==> src/common/csm_pkg.sv <==
// Notes on behaviour
// - Each external control bit drives its own pin, zero low, one high.
// - Pin control resets with control bits and interrupt pin enable at zero.
// - Sample slip flag reads as playback starved OR capture lost.
// - Level and error status register reads zero after reset.
// - Upper revision nibble is reserved read-only; writes there are ignored.
// - Low revision nibble is a fixed read-only silicon revision code.
// - Mix enable adds converter input into the output path; clear mutes it.
// - On capture loss the last good captured sample feeds the mix.
// - On playback starvation a midscale zero replaces playback data.
// - Six-bit attenuation, 1.5 dB per count, up to 94.5 dB.
// - Reload value sets sample periods before an interrupt.
// - Lower byte first; upper byte write loads both into the countdown.
// - Countdown decrements once per sample period until zero.
// - Period after zero sets interrupt flag and reloads countdown.
// - Count only with playback or capture on and suppress or flag clear.
// - Counting is the same for programmed and handshake transfers.
// - Interrupt flag sets on underflow even with pin enable clear.
// - With pin enable set the interrupt pin rises in the underflow period.
// - Status write clears interrupt flag and drives the pin low, unless an underflow comes in the same cycle.
// - Pin enable is pin control bit 1; control bits are bits 7 and 6.
// - Reload bytes read back as written; running count is not readable.
//
// Purpose: constants and types of the codec status and mix block
// Assumes: register byte address is four times the register index
// Notes:   register indices, bit positions and the reset byte and count live here
package csm_pkg;
  localparam int          CSM_ADDR_W      = 6;
  localparam logic [3:0]  CSM_IDX_STATUS  = 4'h2;
  localparam logic [3:0]  CSM_IDX_XFER    = 4'h9;
  localparam logic [3:0]  CSM_IDX_PINCTL  = 4'hA;
  localparam logic [3:0]  CSM_IDX_LEVEL   = 4'hB;
  localparam logic [3:0]  CSM_IDX_REV     = 4'hC;
  localparam logic [3:0]  CSM_IDX_MIX     = 4'hD;
  localparam logic [3:0]  CSM_IDX_BASE_HI = 4'hE;
  localparam logic [3:0]  CSM_IDX_BASE_LO = 4'hF;
  localparam int          CSM_PIN_IEN     = 1;
  localparam int          CSM_PIN_XCTL    = 6;
  localparam int          CSM_ST_IRQ      = 0;
  localparam int          CSM_ST_SLIP     = 4;
  localparam int          CSM_XF_PLAY     = 0;
  localparam int          CSM_XF_CAP      = 1;
  localparam int          CSM_XF_SUPP     = 2;
  localparam int          CSM_XF_WIN      = 3;
  localparam int          CSM_MIX_EN      = 0;
  localparam int          CSM_MIX_ATT     = 2;
  localparam logic [7:0]  CSM_RST_BYTE    = 8'h00;
  localparam logic [15:0] CSM_RST_COUNT   = 16'h0000;
  localparam logic [7:0]  CSM_CALIB_HOLD  = 8'h80;
  localparam logic [1:0]  CSM_RESP_OKAY   = 2'h0;
  localparam logic [1:0]  CSM_RESP_SLVERR = 2'h2;
  localparam int          CSM_FRAC_SH     = 14;
  // Gain of 0, 1.5, 3 and 4.5 dB steps, 2.14 fixed point
  localparam logic [3:0][15:0] CSM_FRAC_Q14 = {16'h2620, 16'h2D4E, 16'h35D9, 16'h4000};

  typedef struct packed {
    logic signed [15:0] left;
    logic signed [15:0] right;
  } csm_stereo_t;

  typedef struct packed {
    logic [1:0] right_level_flags;
    logic [1:0] left_level_flags;
  } csm_level_t;
endpackage

==> src/hdl/csm_status_mix.sv <==
// Purpose: codec status, loopback mix and sample countdown registers
// Assumes: sample_tick_in marks one sample period, same clock
// Notes:   AXI4-Lite slave, one read and one write in flight
//
// Implementation choice: register access over AXI4-Lite.
`timescale 1ns/10ps
module csm_status_mix #(
  parameter logic [3:0] SILICON_REVISION = 4'h3  // Arbitrary value
) (
  // Clock and reset
  input  wire logic                     sys_clk_in,
  input  wire logic                     rst_b_in,
  // AXI4-Lite write
  input  wire logic [csm_pkg::CSM_ADDR_W-1:0] s_axi_awaddr_in,
  input  wire logic                     s_axi_awvalid_in,
  output logic                          s_axi_awready_out,
  input  wire logic [31:0]              s_axi_wdata_in,
  input  wire logic [3:0]               s_axi_wstrb_in,
  input  wire logic                     s_axi_wvalid_in,
  output logic                          s_axi_wready_out,
  output logic [1:0]                    s_axi_bresp_out,
  output logic                          s_axi_bvalid_out,
  input  wire logic                     s_axi_bready_in,
  // AXI4-Lite read
  input  wire logic [csm_pkg::CSM_ADDR_W-1:0] s_axi_araddr_in,
  input  wire logic                     s_axi_arvalid_in,
  output logic                          s_axi_arready_out,
  output logic [31:0]                   s_axi_rdata_out,
  output logic [1:0]                    s_axi_rresp_out,
  output logic                          s_axi_rvalid_out,
  input  wire logic                     s_axi_rready_in,
  // Codec core, same clock
  input  wire logic                     sample_tick_in,
  input  wire logic                     play_sample_in,
  input  wire logic                     capture_taken_in,
  input  wire logic                     calib_active_in,
  input  wire csm_pkg::csm_level_t      level_in,
  input  wire csm_pkg::csm_stereo_t     adc_in,
  input  wire csm_pkg::csm_stereo_t     dac_in,
  // Request pins, asynchronous
  input  wire logic                     play_request_pin_in,
  input  wire logic                     capture_request_pin_in,
  // Outputs
  output csm_pkg::csm_stereo_t          mix_out,
  output logic                          mix_valid_out,
  output logic [1:0]                    external_control_outputs_out,
  output logic                          irq_out
);
  import csm_pkg::*;

  // ------------------------------------------------------------
  // Reset release
  // ------------------------------------------------------------
  logic       rst_meta_q;
  logic       rst_n;

  always_ff @(posedge sys_clk_in or negedge rst_b_in) begin
    if (!rst_b_in) begin
      rst_meta_q <= 1'b0;
      rst_n      <= 1'b0;
    end else begin
      rst_meta_q <= 1'b1;
      rst_n      <= rst_meta_q;
    end
  end

  // ------------------------------------------------------------
  // Helpers
  // ------------------------------------------------------------
  function automatic logic idx_ok(input logic [CSM_ADDR_W-1:0] a);
    return a[1:0] == 2'h0 && (a[5:2] == CSM_IDX_STATUS || a[5:2] >= CSM_IDX_XFER);
  endfunction

  function automatic logic signed [15:0] atten(input logic signed [15:0] x,
                                               input logic [5:0] n);
    logic signed [32:0] p;
    p = x * $signed({1'b0, CSM_FRAC_Q14[n[1:0]]});
    p = p >>> CSM_FRAC_SH;
    p = p >>> n[5:2];
    return p[15:0];
  endfunction

  function automatic logic signed [15:0] sat_add(input logic signed [15:0] a,
                                                 input logic signed [15:0] b);
    logic signed [16:0] s;
    s = {a[15], a} + {b[15], b};
    if (s > 17'sh07FFF) begin
      return 16'sh7FFF;
    end else if (s < -17'sh08000) begin
      return -16'sh8000;
    end
    return s[15:0];
  endfunction

  // ------------------------------------------------------------
  // Register state
  // ------------------------------------------------------------
  logic [7:0]  pinctl_q;
  logic [3:0]  xfer_q;
  logic [7:0]  mixctl_q;
  logic [7:0]  base_hi_q;
  logic [7:0]  base_lo_q;
  logic [15:0] count_q;
  logic        irq_flag_q;
  logic        starved_q;
  logic        lost_q;
  csm_level_t  level_q;
  logic [1:0]  req_meta_q;
  logic [1:0]  req_sync_q;
  logic [7:0]  calib_cnt_q;
  logic        win_prev_q;
  logic        play_loaded_q;
  logic        cap_pending_q;
  csm_stereo_t adc_hold_q;

  logic        playback_enable;
  logic        capture_enable;
  logic        cnt_en;
  logic        starved_now;
  logic        lost_now;
  logic        calib_busy;
  logic [7:0]  level_byte;
  logic [15:0] base_val;

  assign playback_enable        = xfer_q[CSM_XF_PLAY];
  assign capture_enable        = xfer_q[CSM_XF_CAP];
  assign base_val   = {base_hi_q, base_lo_q};
  assign calib_busy = calib_active_in | (calib_cnt_q != 8'h00);
  assign cnt_en     = (playback_enable | capture_enable) & (~xfer_q[CSM_XF_SUPP] | ~irq_flag_q);
  assign starved_now = sample_tick_in & playback_enable & ~play_loaded_q & ~play_sample_in;
  assign lost_now    = sample_tick_in & capture_enable & cap_pending_q & ~capture_taken_in;
  assign level_byte = {lost_q, starved_q, calib_busy, |req_sync_q,
                       level_q.right_level_flags, level_q.left_level_flags};

  // ------------------------------------------------------------
  // AXI write channel
  // ------------------------------------------------------------
  logic                  aw_have_q;
  logic                  w_have_q;
  logic [3:0]            wr_idx_q;
  logic                  wr_ok_q;
  logic [7:0]            wr_data_q;
  logic                  wr_lane_q;
  logic                  wr_commit;
  logic                  wr_en;

  assign wr_commit = aw_have_q & w_have_q & ~s_axi_bvalid_out;
  assign wr_en     = wr_commit & wr_ok_q & wr_lane_q;

  always_ff @(posedge sys_clk_in or negedge rst_n) begin
    if (!rst_n) begin
      aw_have_q         <= 1'b0;
      w_have_q          <= 1'b0;
      wr_idx_q          <= 4'h0;
      wr_ok_q           <= 1'b0;
      wr_data_q         <= CSM_RST_BYTE;
      wr_lane_q         <= 1'b0;
      s_axi_awready_out <= 1'b1;
      s_axi_wready_out  <= 1'b1;
      s_axi_bvalid_out  <= 1'b0;
      s_axi_bresp_out   <= CSM_RESP_OKAY;
    end else begin
      if (s_axi_awvalid_in && s_axi_awready_out) begin
        aw_have_q         <= 1'b1;
        wr_idx_q          <= s_axi_awaddr_in[5:2];
        wr_ok_q           <= idx_ok(s_axi_awaddr_in);
        s_axi_awready_out <= 1'b0;
      end
      if (s_axi_wvalid_in && s_axi_wready_out) begin
        w_have_q         <= 1'b1;
        wr_data_q        <= s_axi_wdata_in[7:0];
        wr_lane_q        <= s_axi_wstrb_in[0];
        s_axi_wready_out <= 1'b0;
      end
      if (wr_commit) begin
        aw_have_q        <= 1'b0;
        w_have_q         <= 1'b0;
        s_axi_bvalid_out <= 1'b1;
        s_axi_bresp_out  <= wr_ok_q ? CSM_RESP_OKAY : CSM_RESP_SLVERR;
      end
      if (s_axi_bvalid_out && s_axi_bready_in) begin
        s_axi_bvalid_out  <= 1'b0;
        s_axi_awready_out <= 1'b1;
        s_axi_wready_out  <= 1'b1;
      end
    end
  end

  // ------------------------------------------------------------
  // Software registers
  // ------------------------------------------------------------
  always_ff @(posedge sys_clk_in or negedge rst_n) begin
    if (!rst_n) begin
      pinctl_q  <= CSM_RST_BYTE;
      xfer_q    <= 4'h0;
      mixctl_q  <= CSM_RST_BYTE;
      base_hi_q <= CSM_RST_BYTE;
      base_lo_q <= CSM_RST_BYTE;
    end else if (wr_en) begin
      if (wr_idx_q == CSM_IDX_PINCTL) begin
        pinctl_q <= wr_data_q & 8'hC2;
      end else if (wr_idx_q == CSM_IDX_XFER) begin
        xfer_q <= wr_data_q[3:0];
      end else if (wr_idx_q == CSM_IDX_MIX) begin
        mixctl_q <= wr_data_q & 8'hFD;
      end else if (wr_idx_q == CSM_IDX_BASE_HI) begin
        base_hi_q <= wr_data_q;
      end else if (wr_idx_q == CSM_IDX_BASE_LO) begin
        base_lo_q <= wr_data_q;
      end
    end
  end

  // ------------------------------------------------------------
  // Sample countdown and interrupt
  // ------------------------------------------------------------
  logic status_wr;
  logic base_load;
  logic underflow;

  assign status_wr = wr_en && wr_idx_q == CSM_IDX_STATUS;
  assign base_load = wr_en && wr_idx_q == CSM_IDX_BASE_HI;
  assign underflow = sample_tick_in & cnt_en & (count_q == 16'h0000);

  always_ff @(posedge sys_clk_in or negedge rst_n) begin
    if (!rst_n) begin
      count_q <= CSM_RST_COUNT;
    end else if (base_load) begin
      count_q <= {wr_data_q, base_lo_q};
    end else if (underflow) begin
      count_q <= base_val;
    end else if (sample_tick_in && cnt_en) begin
      count_q <= count_q - 16'h0001;
    end
  end

  always_ff @(posedge sys_clk_in or negedge rst_n) begin
    if (!rst_n) begin
      irq_flag_q <= 1'b0;
    end else if (underflow) begin
      irq_flag_q <= 1'b1;
    end else if (status_wr) begin
      irq_flag_q <= 1'b0;
    end
  end

  always_ff @(posedge sys_clk_in or negedge rst_n) begin
    if (!rst_n) begin
      irq_out                      <= 1'b0;
      external_control_outputs_out <= 2'h0;
    end else begin
      irq_out <= (irq_flag_q | underflow) & pinctl_q[CSM_PIN_IEN] & ~(status_wr & ~underflow);
      external_control_outputs_out <= pinctl_q[CSM_PIN_XCTL+:2];
    end
  end

  // ------------------------------------------------------------
  // Status sources
  // ------------------------------------------------------------
  always_ff @(posedge sys_clk_in or negedge rst_n) begin
    if (!rst_n) begin
      req_meta_q <= 2'h0;
      req_sync_q <= 2'h0;
    end else begin
      req_meta_q <= {capture_request_pin_in, play_request_pin_in};
      req_sync_q <= req_meta_q;
    end
  end

  always_ff @(posedge sys_clk_in or negedge rst_n) begin
    if (!rst_n) begin
      win_prev_q  <= 1'b0;
      calib_cnt_q <= 8'h00;
    end else begin
      win_prev_q <= xfer_q[CSM_XF_WIN];
      if (win_prev_q && !xfer_q[CSM_XF_WIN]) begin
        calib_cnt_q <= CSM_CALIB_HOLD;
      end else if (sample_tick_in && calib_cnt_q != 8'h00) begin
        calib_cnt_q <= calib_cnt_q - 8'h01;
      end
    end
  end

  always_ff @(posedge sys_clk_in or negedge rst_n) begin
    if (!rst_n) begin
      level_q       <= '0;
      play_loaded_q <= 1'b0;
      cap_pending_q <= 1'b0;
    end else begin
      if (sample_tick_in) begin
        level_q <= level_in;
      end
      if (sample_tick_in) begin
        play_loaded_q <= 1'b0;
      end else if (play_sample_in) begin
        play_loaded_q <= 1'b1;
      end
      if (sample_tick_in) begin
        cap_pending_q <= capture_enable;
      end else if (capture_taken_in) begin
        cap_pending_q <= 1'b0;
      end
    end
  end

  always_ff @(posedge sys_clk_in or negedge rst_n) begin
    if (!rst_n) begin
      starved_q <= 1'b0;
      lost_q    <= 1'b0;
    end else begin
      starved_q <= starved_now | (starved_q & ~status_wr);
      lost_q    <= lost_now | (lost_q & ~status_wr);
    end
  end

  // ------------------------------------------------------------
  // Loopback mix
  // ------------------------------------------------------------
  csm_stereo_t mix_src;
  csm_stereo_t play_src;
  logic [5:0]  att;

  assign att = mixctl_q[CSM_MIX_ATT+:6];

  always_comb begin
    mix_src = (capture_enable & lost_now) ? adc_hold_q : adc_in;
    play_src = (playback_enable & starved_now) ? '0 : dac_in;
  end

  always_ff @(posedge sys_clk_in or negedge rst_n) begin
    if (!rst_n) begin
      adc_hold_q    <= '0;
      mix_out       <= '0;
      mix_valid_out <= 1'b0;
    end else begin
      mix_valid_out <= sample_tick_in;
      if (sample_tick_in) begin
        if (!lost_now) begin
          adc_hold_q <= adc_in;
        end
        if (mixctl_q[CSM_MIX_EN]) begin
          mix_out.left  <= sat_add(play_src.left, atten(mix_src.left, att));
          mix_out.right <= sat_add(play_src.right, atten(mix_src.right, att));
        end else begin
          mix_out <= play_src;
        end
      end
    end
  end

  // ------------------------------------------------------------
  // AXI read channel
  // ------------------------------------------------------------
  logic [7:0] rd_byte;
  logic [3:0] rd_idx;

  assign rd_idx = s_axi_araddr_in[5:2];

  always_comb begin
    rd_byte = 8'h00;
    if (rd_idx == CSM_IDX_STATUS) begin
      rd_byte[CSM_ST_IRQ]  = irq_flag_q;
      rd_byte[CSM_ST_SLIP] = starved_q | lost_q;
    end else if (rd_idx == CSM_IDX_XFER) begin
      rd_byte = {4'h0, xfer_q};
    end else if (rd_idx == CSM_IDX_PINCTL) begin
      rd_byte = pinctl_q;
    end else if (rd_idx == CSM_IDX_LEVEL) begin
      rd_byte = level_byte;
    end else if (rd_idx == CSM_IDX_REV) begin
      rd_byte = {4'h0, SILICON_REVISION};
    end else if (rd_idx == CSM_IDX_MIX) begin
      rd_byte = mixctl_q;
    end else if (rd_idx == CSM_IDX_BASE_HI) begin
      rd_byte = base_hi_q;
    end else if (rd_idx == CSM_IDX_BASE_LO) begin
      rd_byte = base_lo_q;
    end
  end

  always_ff @(posedge sys_clk_in or negedge rst_n) begin
    if (!rst_n) begin
      s_axi_arready_out <= 1'b1;
      s_axi_rvalid_out  <= 1'b0;
      s_axi_rdata_out   <= 32'h0000_0000;
      s_axi_rresp_out   <= CSM_RESP_OKAY;
    end else if (s_axi_arvalid_in && s_axi_arready_out) begin
      s_axi_arready_out <= 1'b0;
      s_axi_rvalid_out  <= 1'b1;
      s_axi_rdata_out   <= idx_ok(s_axi_araddr_in) ? {24'h000000, rd_byte} : 32'h0000_0000;
      s_axi_rresp_out   <= idx_ok(s_axi_araddr_in) ? CSM_RESP_OKAY : CSM_RESP_SLVERR;
    end else if (s_axi_rvalid_out && s_axi_rready_in) begin
      s_axi_rvalid_out  <= 1'b0;
      s_axi_arready_out <= 1'b1;
    end
  end

  // ------------------------------------------------------------
  // Checks
  // ------------------------------------------------------------
  logic [3:0] ar_idx_q;

  always_ff @(posedge sys_clk_in or negedge rst_n) begin
    if (!rst_n) begin
      ar_idx_q <= 4'h0;
    end else if (s_axi_arvalid_in && s_axi_arready_out) begin
      ar_idx_q <= rd_idx;
    end
  end

  chk_ext_pins_follow: assert property (@(posedge sys_clk_in) disable iff (!rst_n)
    external_control_outputs_out == $past(pinctl_q[CSM_PIN_XCTL+:2]))
    else $error("control pins do not follow register");
  chk_slip_read_or: assert property (@(posedge sys_clk_in) disable iff (!rst_n)
    s_axi_rvalid_out && ar_idx_q == CSM_IDX_STATUS && $rose(s_axi_rvalid_out)
    |-> s_axi_rdata_out[CSM_ST_SLIP] == $past(starved_q | lost_q))
    else $error("slip flag is not the OR of error flags");
  chk_level_reset_zero: assert property (@(posedge sys_clk_in) $rose(rst_n)
    |-> level_byte[7:6] == 2'h0 && level_q == '0)
    else $error("level status not zero after reset");
  chk_rev_read_code: assert property (@(posedge sys_clk_in) disable iff (!rst_n)
    $rose(s_axi_rvalid_out) && ar_idx_q == CSM_IDX_REV
    |-> s_axi_rdata_out[7:0] == {4'h0, SILICON_REVISION})
    else $error("revision read wrong");
  chk_base_load_both: assert property (@(posedge sys_clk_in) disable iff (!rst_n)
    base_load |=> count_q == {base_hi_q, base_lo_q})
    else $error("upper byte write did not load count");
  chk_count_step_down: assert property (@(posedge sys_clk_in) disable iff (!rst_n)
    sample_tick_in && cnt_en && count_q != 16'h0000 && !base_load
    |=> count_q == $past(count_q) - 16'h0001)
    else $error("count did not decrement");
  chk_zero_reload_irq: assert property (@(posedge sys_clk_in) disable iff (!rst_n)
    underflow && !base_load |=> irq_flag_q && count_q == $past(base_val))
    else $error("no reload and flag after zero");
  chk_count_hold_gate: assert property (@(posedge sys_clk_in) disable iff (!rst_n)
    (!cnt_en || !sample_tick_in) && !base_load |=> $stable(count_q))
    else $error("count moved while gated");
  chk_irq_pin_rise: assert property (@(posedge sys_clk_in) disable iff (!rst_n)
    underflow && pinctl_q[CSM_PIN_IEN] |=> irq_out && irq_flag_q)
    else $error("interrupt pin missed underflow");
  chk_status_wr_clear: assert property (@(posedge sys_clk_in) disable iff (!rst_n)
    status_wr && !underflow |=> !irq_flag_q && !irq_out)
    else $error("status write did not clear interrupt");
endmodule

==> config.mk <==
export PLATFORM = sky130hd
export DESIGN_NAME = csm_status_mix
export DESIGN_NICKNAME = d
export VERILOG_FILES = /design/src/common/csm_pkg.sv /design/src/hdl/csm_status_mix.sv
export SDC_FILE = /design/constraint.sdc
export NUM_CORES = 1
export LEC_CHECK = 0
export BUFFER_PORTS_ARGS = -buffer_cell sky130_fd_sc_hd__buf_4
export CAP_MARGIN = 5
export CELL_PAD_IN_SITES_DETAIL_PLACEMENT = 0
export CELL_PAD_IN_SITES_GLOBAL_PLACEMENT = 1
export CORE_MARGIN = 2
export CORE_UTILIZATION = 49
export DETAILED_ROUTE_END_ITERATION = 7
export GPL_TIMING_DRIVEN = 1
export HOLD_SLACK_MARGIN = 0.06
export PLACE_DENSITY = 0.88
export SYNTH_ARGS = -nofsm -noshare
export SYNTH_HDL_FRONTEND = slang
export SYNTH_SLANG_ARGS = --single-unit
==> constraint.sdc <==
create_clock -name sys_clk_in -period 9.7 [get_ports sys_clk_in]
set_clock_uncertainty 0.05 [all_clocks]
set_input_delay 0.485 -clock sys_clk_in [delete_from_list [all_inputs] [get_ports sys_clk_in]]
set_output_delay 0.485 -clock sys_clk_in [all_outputs]
set_load 0.01 [all_outputs]
# Word level (Yosys, flattened, before mapping)
# Cells that the tools add are included.
totals:
  regBits: 195
  inputBits: 129
  elab_cells: 206
op_classes:
  n_addsub: 4
  multipliers: 2
  order_cmp: 7
  eq_ne: 15
  shift: 2
  muxes: 58
  bitwise: 41
  n_reduce_logical: 37
ops:
  columns: ["op", "count"]
  rows:
  - ["$mux 16", 10]
  - ["$mux 32", 3]
  - ["$mux 8", 10]
  - ["$mul 16x17->33", 2]
  - ["$eq 4x4->1 const B", 12]
  - ["$sshr 19x4->16", 2]
  - ["$add 16x16->17", 2]
  - ["$gt 17x16->1 const B", 2]
  - ["$lt 17x16->1 const B", 2]
  - ["$bmux 16 s2", 1]
  - ["$mux 1", 30]
  - ["$and 1x1->1", 20]
  - ["$reduce_bool 2->1", 10]
  - ["$logic_not 16->1", 1]
  - ["$sub 16x1->16 const B", 1]
  - ["$not 1->1", 14]
  - ["$eq 4x2->1 const B", 3]
  - ["$logic_and 1x1->1", 12]
  - ["$ge 4x4->1 const B", 2]
  - ["$reduce_bool 8->1", 1]
  - ["$sub 8x1->8 const B", 1]
  - ["$or 1x1->1", 7]
  - ["$mux 3", 2]
  - ["$reduce_and 6->1", 1]
  - ["other kinds (11)", 15]

# Logic depth before layout (Yosys ltp)
# Gate-level depths: netlist of run 1.
logic_depth:
  word_depth: 15
  ltp_mapped: 45

# Worst setup path after synthesis of run 1
# No wires, ideal clock.
synth_path:
  path_kind: "in2reg"
  start: "input port sample_tick_in"
  end: "register mix_out[17] in the netlist's numbering"
  setup_ps: 154
  t_arrival_ps: 10504
  slack_ps: -1008
  path_stages: 43
  cell_sequence: "buf_4 nand4b_4 clkbuf_1 clkbuf_1 clkbuf_1 mux2_2 nand2_1 fa_1 inv_1 fa_1 inv_1 fa_1 inv_1 fa_1 fa_1 inv_1 fa_1 inv_1 (+7 left out) o21a_1 mux2_2 a211o_1 a41oi_1 a21oi_1 ha_1 inv_1 fa_1 inv_1 a21oi_1 o21bai_1 a211oi_1 o21ai_0 a311o_1 a21oi_1 o21ai_0 nor2_1 a221oi_1"
synth_between:
  elab_chain_len: 15
synth_lines:
  columns: ["item", "line", "source"]
  rows:
  - ["from (decl)", "csm_status_mix.sv:33", "input wire logic sample_tick_in,"]
  - ["$and 1x1->1 (3 in series)", "csm_status_mix.sv:131", "assign lost_now = sample_tick_in & capture_enable & cap_pending_q & ~capture_taken_in;"]
  - ["$and 1x1->1", "csm_status_mix.sv:326", "mix_src = (capture_enable & lost_now) ? adc_hold_q : adc_in;"]
  - ["$mux 32", "csm_status_mix.sv:326", null]
  - ["$mul 16x17->33", "csm_status_mix.sv:77", "p = x * $signed({1'b0, CSM_FRAC_Q14[n[1:0]]});"]
  - ["$sshr 19x4->16", "csm_status_mix.sv:79", "p = p >>> n[5:2];"]
  - ["$add 16x16->17", "csm_status_mix.sv:86", "s = {a[15], a} + {b[15], b};"]
  - ["$lt 17x16->1", "csm_status_mix.sv:89", "end else if (s < -17'sh08000) begin"]
  - ["$mux 1", "csm_status_mix.sv:89", null]
  - ["$mux 1", "csm_status_mix.sv:87", "if (s > 17'sh07FFF) begin"]
  - ["$mux 1", "csm_status_mix.sv:341", "if (mixctl_q[CSM_MIX_EN]) begin"]
  - ["$mux 1", "csm_status_mix.sv:337", "if (sample_tick_in) begin"]
  - ["$mux 16", "csm_status_mix.sv:92", "return s[15:0];"]
  - ["$mux 32", "csm_status_mix.sv:341", null]
  - ["to (signal assigned)", "csm_status_mix.sv:345", "mix_out <= play_src;"]
  - ["to (decl)", "csm_status_mix.sv:44", "output csm_pkg::csm_stereo_t mix_out,"]
# Several ways; a longest one is shown, not always the timed one. The select of a mux whose other input is x is not followed.
# A chain may end at the register's enable or synchronous reset.

# Final worst setup path of run 1
layout_path:
  start: "register xfer_q[1]"
  end: "register mix_out[13] in the netlist's numbering"
layout_between:
  elab_chain_len: 15
layout_lines:
  columns: ["item", "line", "source"]
  rows:
  - ["from (decl)", "csm_status_mix.sv:99", "logic [3:0] xfer_q;"]
  - ["from (signal assigned)", "csm_status_mix.sv:203", "xfer_q <= wr_data_q[3:0];"]
  - ["$and 1x1->1 (3 in series)", "csm_status_mix.sv:131", null]
  - ["$and 1x1->1 (*)", "csm_status_mix.sv:326", null]
  - ["$mux 32 (*)", "csm_status_mix.sv:326", null]
  - ["$mul 16x17->33 (*)", "csm_status_mix.sv:77", null]
  - ["$sshr 19x4->16 (*)", "csm_status_mix.sv:79", null]
  - ["$add 16x16->17 (*)", "csm_status_mix.sv:86", null]
  - ["$lt 17x16->1", "csm_status_mix.sv:89", null]
  - ["$mux 1", "csm_status_mix.sv:89", null]
  - ["$mux 1", "csm_status_mix.sv:87", null]
  - ["$mux 1", "csm_status_mix.sv:341", null]
  - ["$mux 1", "csm_status_mix.sv:337", null]
  - ["$mux 16 (*)", "csm_status_mix.sv:92", null]
  - ["$mux 32 (*)", "csm_status_mix.sv:341", null]
# Every way passes the cells marked *; elsewhere a longest branch is shown, timed or not. The select of a mux whose other input is x is not followed.

==> results of run 1 <==
## cell families after synthesis
kind of cell / Yosys count / synth area share [%]
buffers and inverters: 669 / 9.58
multiplexers: 152 / 6.17
AO/OA/AOI/OAI: 590 / 13.8
flip-flops: 169 / 15.4
other: 2 / 0.0274
adder cells (fa/ha/maj): 643 / 38.0
XOR/XNOR: 101 / 3.22
AND/OR/NAND/NOR: 781 / 13.8
## per-stage QoR
stage                     area [um2]  hold WS (ps)  worst slack (ps)
after floorplan                27600           139              2.08
after global placement         32900           213              -470
after detailed placement       32900           218              -650
after CTS                      33900          87.0             -49.8
after global routing           35400           105              -320
final                          35400           110              92.8
## metal layers
| metal | global-route usage (%) | part of all wire, % | vias to the layer above |
|---|---|---|---|
| met4 | 6.38 | 1.7 | 0 |
| met3 | 4.16 | 5.8 | 111 |
| met1 | 40.1 | 46 | 11800 |
| met2 | 46.1 | 47 | 762 |
| met5 | 0 | 0 | - |
| li1 | - | - | 11500 |
## cell usage after synthesis (33+ instances only)
cell	count
ha_1	324
nor2b_1	49
fa_1	318
clkbuf_1	94
xnor2_1	59
o21ai_0	131
mux2_2	99
a21oi_1	146
nand2b_1	33
a21o_1	57
nor3_1	38
nand3_1	36
nor2_1	161
nand2_1	283
dfrtp_1	166
inv_1	526
mux2i_1	49
xor2_1	42
and2_1	77
## critical path, delay by kind of cell, from the launching register on
kind,cells,cell delay (ps)
AOI/OAI and AO/OA,15,3270
xor gates and xnor gates,2,380
adders and majority gates,8,2940
buffers and inverters,11,1370
DFF,1,420
muxes,2,400
and+or+nand+nor,4,650
## flip-flops by register name, summed over array words and instances, names as in the netlist, 2 cells and up
register	cells
s_axi_rdata_out	8
level_byte	4
req_meta_q	2
mixctl_q	7
external_control_outputs_out	2
base_lo_q	8
xfer_q	4
count_q	16
wr_data_q	8
mix_out	32
adc_hold_q	32
base_hi_q	8
calib_cnt_q	8
wr_idx_q	4
pinctl_q	3
req_sync_q	2
## worst max-delay path by stage
stage | startpoint | to | slack (ps) | cells after the start
2_1_floorplan | sample_tick_in | mix_out[21] | 2 | 43
3_3_place_gp | sample_tick_in | mix_out[18] | -470 | 41
3_5_place_dp | sample_tick_in | mix_out[13] | -650 | 37
4_1_cts | xfer_q[1] | mix_out[22] | -50 | 38
5_1_grt | xfer_q[1] | mix_out[5] | -320 | 44
6_report | xfer_q[1] | mix_out[13] | 90 | 42
## area by class of cell
type	instances	area (um2)
multi-input cells	2294	22000
fillers	4554	19800
repair buffers	711	5560
flip-flops and latches	169	4240
inverters	531	2000
well taps	748	936
clock buffers	18	439
clock inverters	14	175
## power groups by stage
stage / Clock (mW) / Sequential (mW) / Combinational, mW
floorplan: 0 / 0.909 / 5.09
global placement: 0 / 0.922 / 8.92
global route: 0.754 / 0.934 / 11.5
detailed placement: 0 / 0.930 / 9.04
finish: 0.717 / 0.922 / 10.5
CTS: 0.730 / 0.918 / 9.45
## repair_timing
item	CTS	global route
resized for setup	63	274
hold buffers	3	0
buffers inserted	10	39
endpoints found under the setup margin	31	32
hold endpoints to repair	4	0
gates cloned	0	3
pin swaps	10	68
==> impl_metrics.env, run 1 <==
export IMPL_track_usage_pct=28.4
export IMPL_grt_overflow_total=0
export IMPL_fp_row_count=86
export IMPL_die_width_um=241
export IMPL_ys_warn_count=0
export IMPL_dp_cells=4399
export IMPL_cts_buffer_depth=2
export IMPL_drt_pass1_iterations=5
export IMPL_finalPower_mw=12.2
export IMPL_instances_no_fill=4485
export IMPL_root_buffer="clkbuf_16"
export IMPL_wl_per_cell_um=18.1
export IMPL_synth_edf_count=0
export IMPL_syn_avg_cell_area_um2=8.84
export IMPL_dieArea_mm2=0.0579
export IMPL_layout_drive_gt1_share_pct=29.4
export IMPL_maxSlewHeadroom_pct=16.3
export IMPL_setup_tns_ps=0
export IMPL_gp_congestion=0.951
export IMPL_crit_required_ps=10010
export IMPL_worst_path_max_delay_cell="fa_1"
export IMPL_worstSetupPathType="reg -> reg"
export IMPL_drc_errors=0
export IMPL_power_switching_mw=5.83
export IMPL_yosysSeqAreaShare_pct=15.4
export IMPL_drt_wl_total_um=81200
export IMPL_max_freq_mhz=104
export IMPL_period_share_pct=99.0
export IMPL_finalHoldViolCount=0
export IMPL_status="finished, final reports clean"
export IMPL_r2r_setup_slack_ps=90
export IMPL_sw_frac_of_total_pct=47.9
export IMPL_netlist_area_mm2=0.0275
export IMPL_crit_path_max_fanout=7
export IMPL_cts_tree="built"
export IMPL_comb_power_share_pct=86.5
export IMPL_pwr_share_seq_pct=7.6
export IMPL_crit_path_end_kind="register"
export IMPL_grt_max_degree=79
export IMPL_fin_nets=4495
export IMPL_dr_total_vias=24200
export IMPL_ios=206
export IMPL_powerDensity_mw_per_mm2=344
export IMPL_final_core_util_pct=64.0
export IMPL_start_util_pct=49.7
export IMPL_rsz0062_at_grt="true"
export IMPL_holdCritStartpoint="s_axi_awvalid_in"
export IMPL_clkTransAtPathRegs_ps=80
export IMPL_synth_area_top_cells="fa_1 (23%), dfrtp_1 (15%), ha_1 (15%)"
export IMPL_rr_endpoint="mix_out[13]"
export IMPL_grt_first_pass_wirelength_um=130000
export IMPL_diodes=0
export IMPL_htree_levels=4
export IMPL_syn_inst=3107
export IMPL_cts_sinks=169
export IMPL_port_buffers=152
export IMPL_synth_top_area_share_pct=23.2
export IMPL_routed_via_density=5.39
export IMPL_setup_viol=0
export IMPL_first_global_vias=25000
export IMPL_synth_cell_type_count=90
export IMPL_rr_startpoint="xfer_q[1]"
export IMPL_final_cell_mix="buf_4 (683), inv_1 (510), fa_1 (306)"
export IMPL_core_area_mm2=0.0552
export IMPL_antenna_found_initial=0
export IMPL_hold_end="s_axi_awready_out"
export IMPL_layout_commonest_cell="buf_4"
export IMPL_syn_to_final_growth_pct=28.8
export IMPL_hpwlAfterDp_um=66900
export IMPL_final_min_clock_period_ps=9610
export IMPL_drv_slew=0
export IMPL_synth_main_ff_cell="dfrtp_1"
export IMPL_crit_arrival_ps=9920
export IMPL_drtAntennaViolNets=0
export IMPL_critPathMostFrequentCell="buf_4"
export IMPL_p_leak_nw=18.5
export IMPL_drv_cap=0
export IMPL_rr_worst_depth=42
export IMPL_min_path_cells=2
export IMPL_tritoncts_num_buffers=17
export IMPL_ys_ff_latch=169
export IMPL_drtIter0Drc=1613
export IMPL_cp_start_kind="register"
export IMPL_p_clk_share_pct=5.9
export IMPL_fp_dieH_um=241
export IMPL_insertion_delay_ps=480
export IMPL_worstMarginPinSlew_ps=1240
export IMPL_yosys_area_top_type="fa_1"
export IMPL_min_path_type="in -> reg"
export IMPL_cpPeakStageDelay_ps=500
export IMPL_ir_worst_vdd_mv=0.373
export IMPL_p_int_mw=6.34
export IMPL_synthArstFlopShare_pct=100
Power figures use the tool's default switching activity.
==> inputs of run 2 (changes only) <==
Settings changed: ABC_AREA from default to 1, PLACE_DENSITY 0.88 to 0.91.
==> impl_metrics.env, run 2 <==
export IMPL_ys_ff_latch=169
export IMPL_powerDensity_mw_per_mm2=226
export IMPL_maxSlewHeadroom_pct=33.5
export IMPL_drc_errors=0
export IMPL_first_global_vias=25100
export IMPL_drt_pass1_iterations=5
export IMPL_crit_arrival_ps=9490
export IMPL_netlist_top_cells_count="inv_1 (815), nand2_1 (601), nor2_1 (359)"
export IMPL_rr_startpoint="xfer_q[1]"
export IMPL_start_util_pct=49.6
export IMPL_dieArea_mm2=0.0590
export IMPL_die_width_um=243
export IMPL_clkTransAtPathRegs_ps=80
export IMPL_routed_via_density=5.23
export IMPL_antenna_found_initial=0
export IMPL_critPathMostFrequentCell="nand2_1"
export IMPL_yosysSeqAreaShare_pct=15.1
export IMPL_synth_area_top_cells="fa_1 (23%), dfrtp_1 (15%), ha_1 (14%)"
export IMPL_cp_start_kind="register"
export IMPL_min_path_cells=2
export IMPL_critical_path_startpoint="xfer_q[1]"
export IMPL_worstSetupPathType="reg -> reg"
export IMPL_cts_tree="built"
export IMPL_drtIter0Drc=1709
export IMPL_final_core_util_pct=55.7
export IMPL_synthArstFlopShare_pct=100
export IMPL_period_share_pct=94.0
export IMPL_final_cell_mix="inv_1 (807), nand2_1 (591), nor2_1 (341)"
export IMPL_layout_commonest_cell="inv_1"
export IMPL_finalHoldViolCount=0
export IMPL_finalPower_mw=7.11
export IMPL_layout_drive_gt1_share_pct=11.5
export IMPL_yosysMostFrequentCell="inv_1"
export IMPL_syn_inst=3735
export IMPL_crit_required_ps=10070
export IMPL_synth_top_area_share_pct=22.8
export IMPL_insertion_delay_ps=490
export IMPL_htree_levels=4
export IMPL_max_freq_mhz=110
export IMPL_fp_row_count=87
export IMPL_grt_overflow_total=0
export IMPL_crit_path_end_kind="register"
export IMPL_setup_viol=0
export IMPL_core_area_mm2=0.0564
export IMPL_track_usage_pct=27.7
export IMPL_syn_avg_cell_area_um2=7.49
export IMPL_root_buffer="clkbuf_16"
export IMPL_status="finished, final reports clean"
export IMPL_cpPeakStageDelay_ps=560
export IMPL_ir_worst_vdd_mv=0.230
export IMPL_port_buffers=152
export IMPL_dr_total_vias=24600
export IMPL_synth_main_ff_cell="dfrtp_1"
export IMPL_gp_congestion=0.977
export IMPL_final_min_clock_period_ps=9120
export IMPL_synth_cell_type_count=57
export IMPL_drt_wl_total_um=78100
export IMPL_worstMarginPinSlew_ps=994
export IMPL_min_path_type="in -> reg"
export IMPL_holdCritStartpoint="s_axi_wvalid_in"
export IMPL_grt_max_degree=77
export IMPL_post_dp_cell_area_mm2=0.0304
export IMPL_diodes=0
export IMPL_fin_nets=4704
export IMPL_drv_cap=0
export IMPL_hpwlAfterDp_um=65800
export IMPL_tritoncts_num_buffers=17
export IMPL_netlist_area_mm2=0.0280
export IMPL_fin_area_mm2=0.0314
export IMPL_cts_sinks=169
export IMPL_wl_per_cell_um=16.6
export IMPL_grt_first_pass_wirelength_um=129000
export IMPL_ys_warn_count=0
export IMPL_yosys_area_top_type="fa_1"
export IMPL_crit_path_max_fanout=14
export IMPL_largestRegisters="adc_hold_q x32, mix_out x32, count_q x16"
export IMPL_rr_worst_depth=51
export IMPL_cts_buffer_depth=2
export IMPL_whs_ps=107
export IMPL_synth_edf_count=0
export IMPL_p_leak_nw=17.1
export IMPL_fp_dieH_um=243
export IMPL_syn_to_final_growth_pct=12.4
export IMPL_drv_slew=0
export IMPL_drtAntennaViolNets=0
export IMPL_worst_path_max_delay_cell="fa_1"
export IMPL_ios=206
-- run 2: changes by cell type in the layout (fill, tap and decap cells not counted), sizes merged, moves of 31 or more --
cell / previous run / this run
and2: 83 / 0
a21o: 57 / 26
nand2b: 33 / 0
nand3: 36 / 310
buf: 706 / 263
mux2: 99 / 0
o21ai: 135 / 264
nor2: 161 / 370
nand2: 284 / 626
inv: 534 / 826
nor2b: 49 / 0
mux2i: 49 / 0
-- run 2: through the flow --
step,TNS (ps),cells,setup slack [ps]
after detailed placement,0,4664,1.76
after global placement,0,4664,4.95
after global routing,-39.7,4702,-27.5
after floorplan,0,3760,932
final,0,4702,581
after CTS,0,4699,179
-- run 2: cell families after synthesis --
| family | after synthesis | synth area share, % |
|---|---|---|
| simple gates | 1375 | 21.3 |
| buf+inv | 939 | 13.1 |
| fa+ha+maj | 642 | 37.3 |
| compound gates | 528 | 10.7 |
| flops | 169 | 15.1 |
| xor+xnor | 80 | 2.51 |
| other cells | 2 | 0.0269 |
-- run 2: path summary, 6_finish.rpt --
path	to	slack, ps
max	mix_out[19]	580
min	s_axi_wready_out	110
max reg2reg	mix_out[19]	580
min reg2reg	mix_out[26]	220
max in group asynchronous	xfer_q[1]	7140
min in group asynchronous	mix_out[26]	220
-- run 2: critical path: cells and delay by family, from the launching register on --
kind | cells | cell delay (ps)
flops | 1 | 460
buf+inv | 10 | 1080
xor+xnor | 2 | 320
fa+ha+maj | 8 | 3380
simple gates | 22 | 2430
compound gates | 9 | 1300
-- run 2: routing by layer --
metal	routed length, um	track usage [%]
met5	0	0
met4	2790	10.3
met3	4450	3.95
met2	37400	46.1
met1	33500	36.7
-- run 2: final cells by class --
type	instances	area, um2
Tap cell	756	946
Clock buffer	17	425
Clock inverter	15	180
Fill cell	5506	25000
Timing Repair Buffer	266	2030
Sequential cell	169	4240
Multi-Input combinational cell	2652	20500
Inverter	827	3120
-- run 2: repair_timing --
action	4_1_cts	5_1_grt
setup endpoints to repair	0	32
hold endpoints to repair	4	0
gates resized for setup	0	105
buffers inserted	0	3
hold buffers	3	0
-- run 2: power breakdown --
part           internal [mW]  switching [mW]
combinational           2.08            3.39
sequential             0.836          0.0970
clock                  0.347           0.360
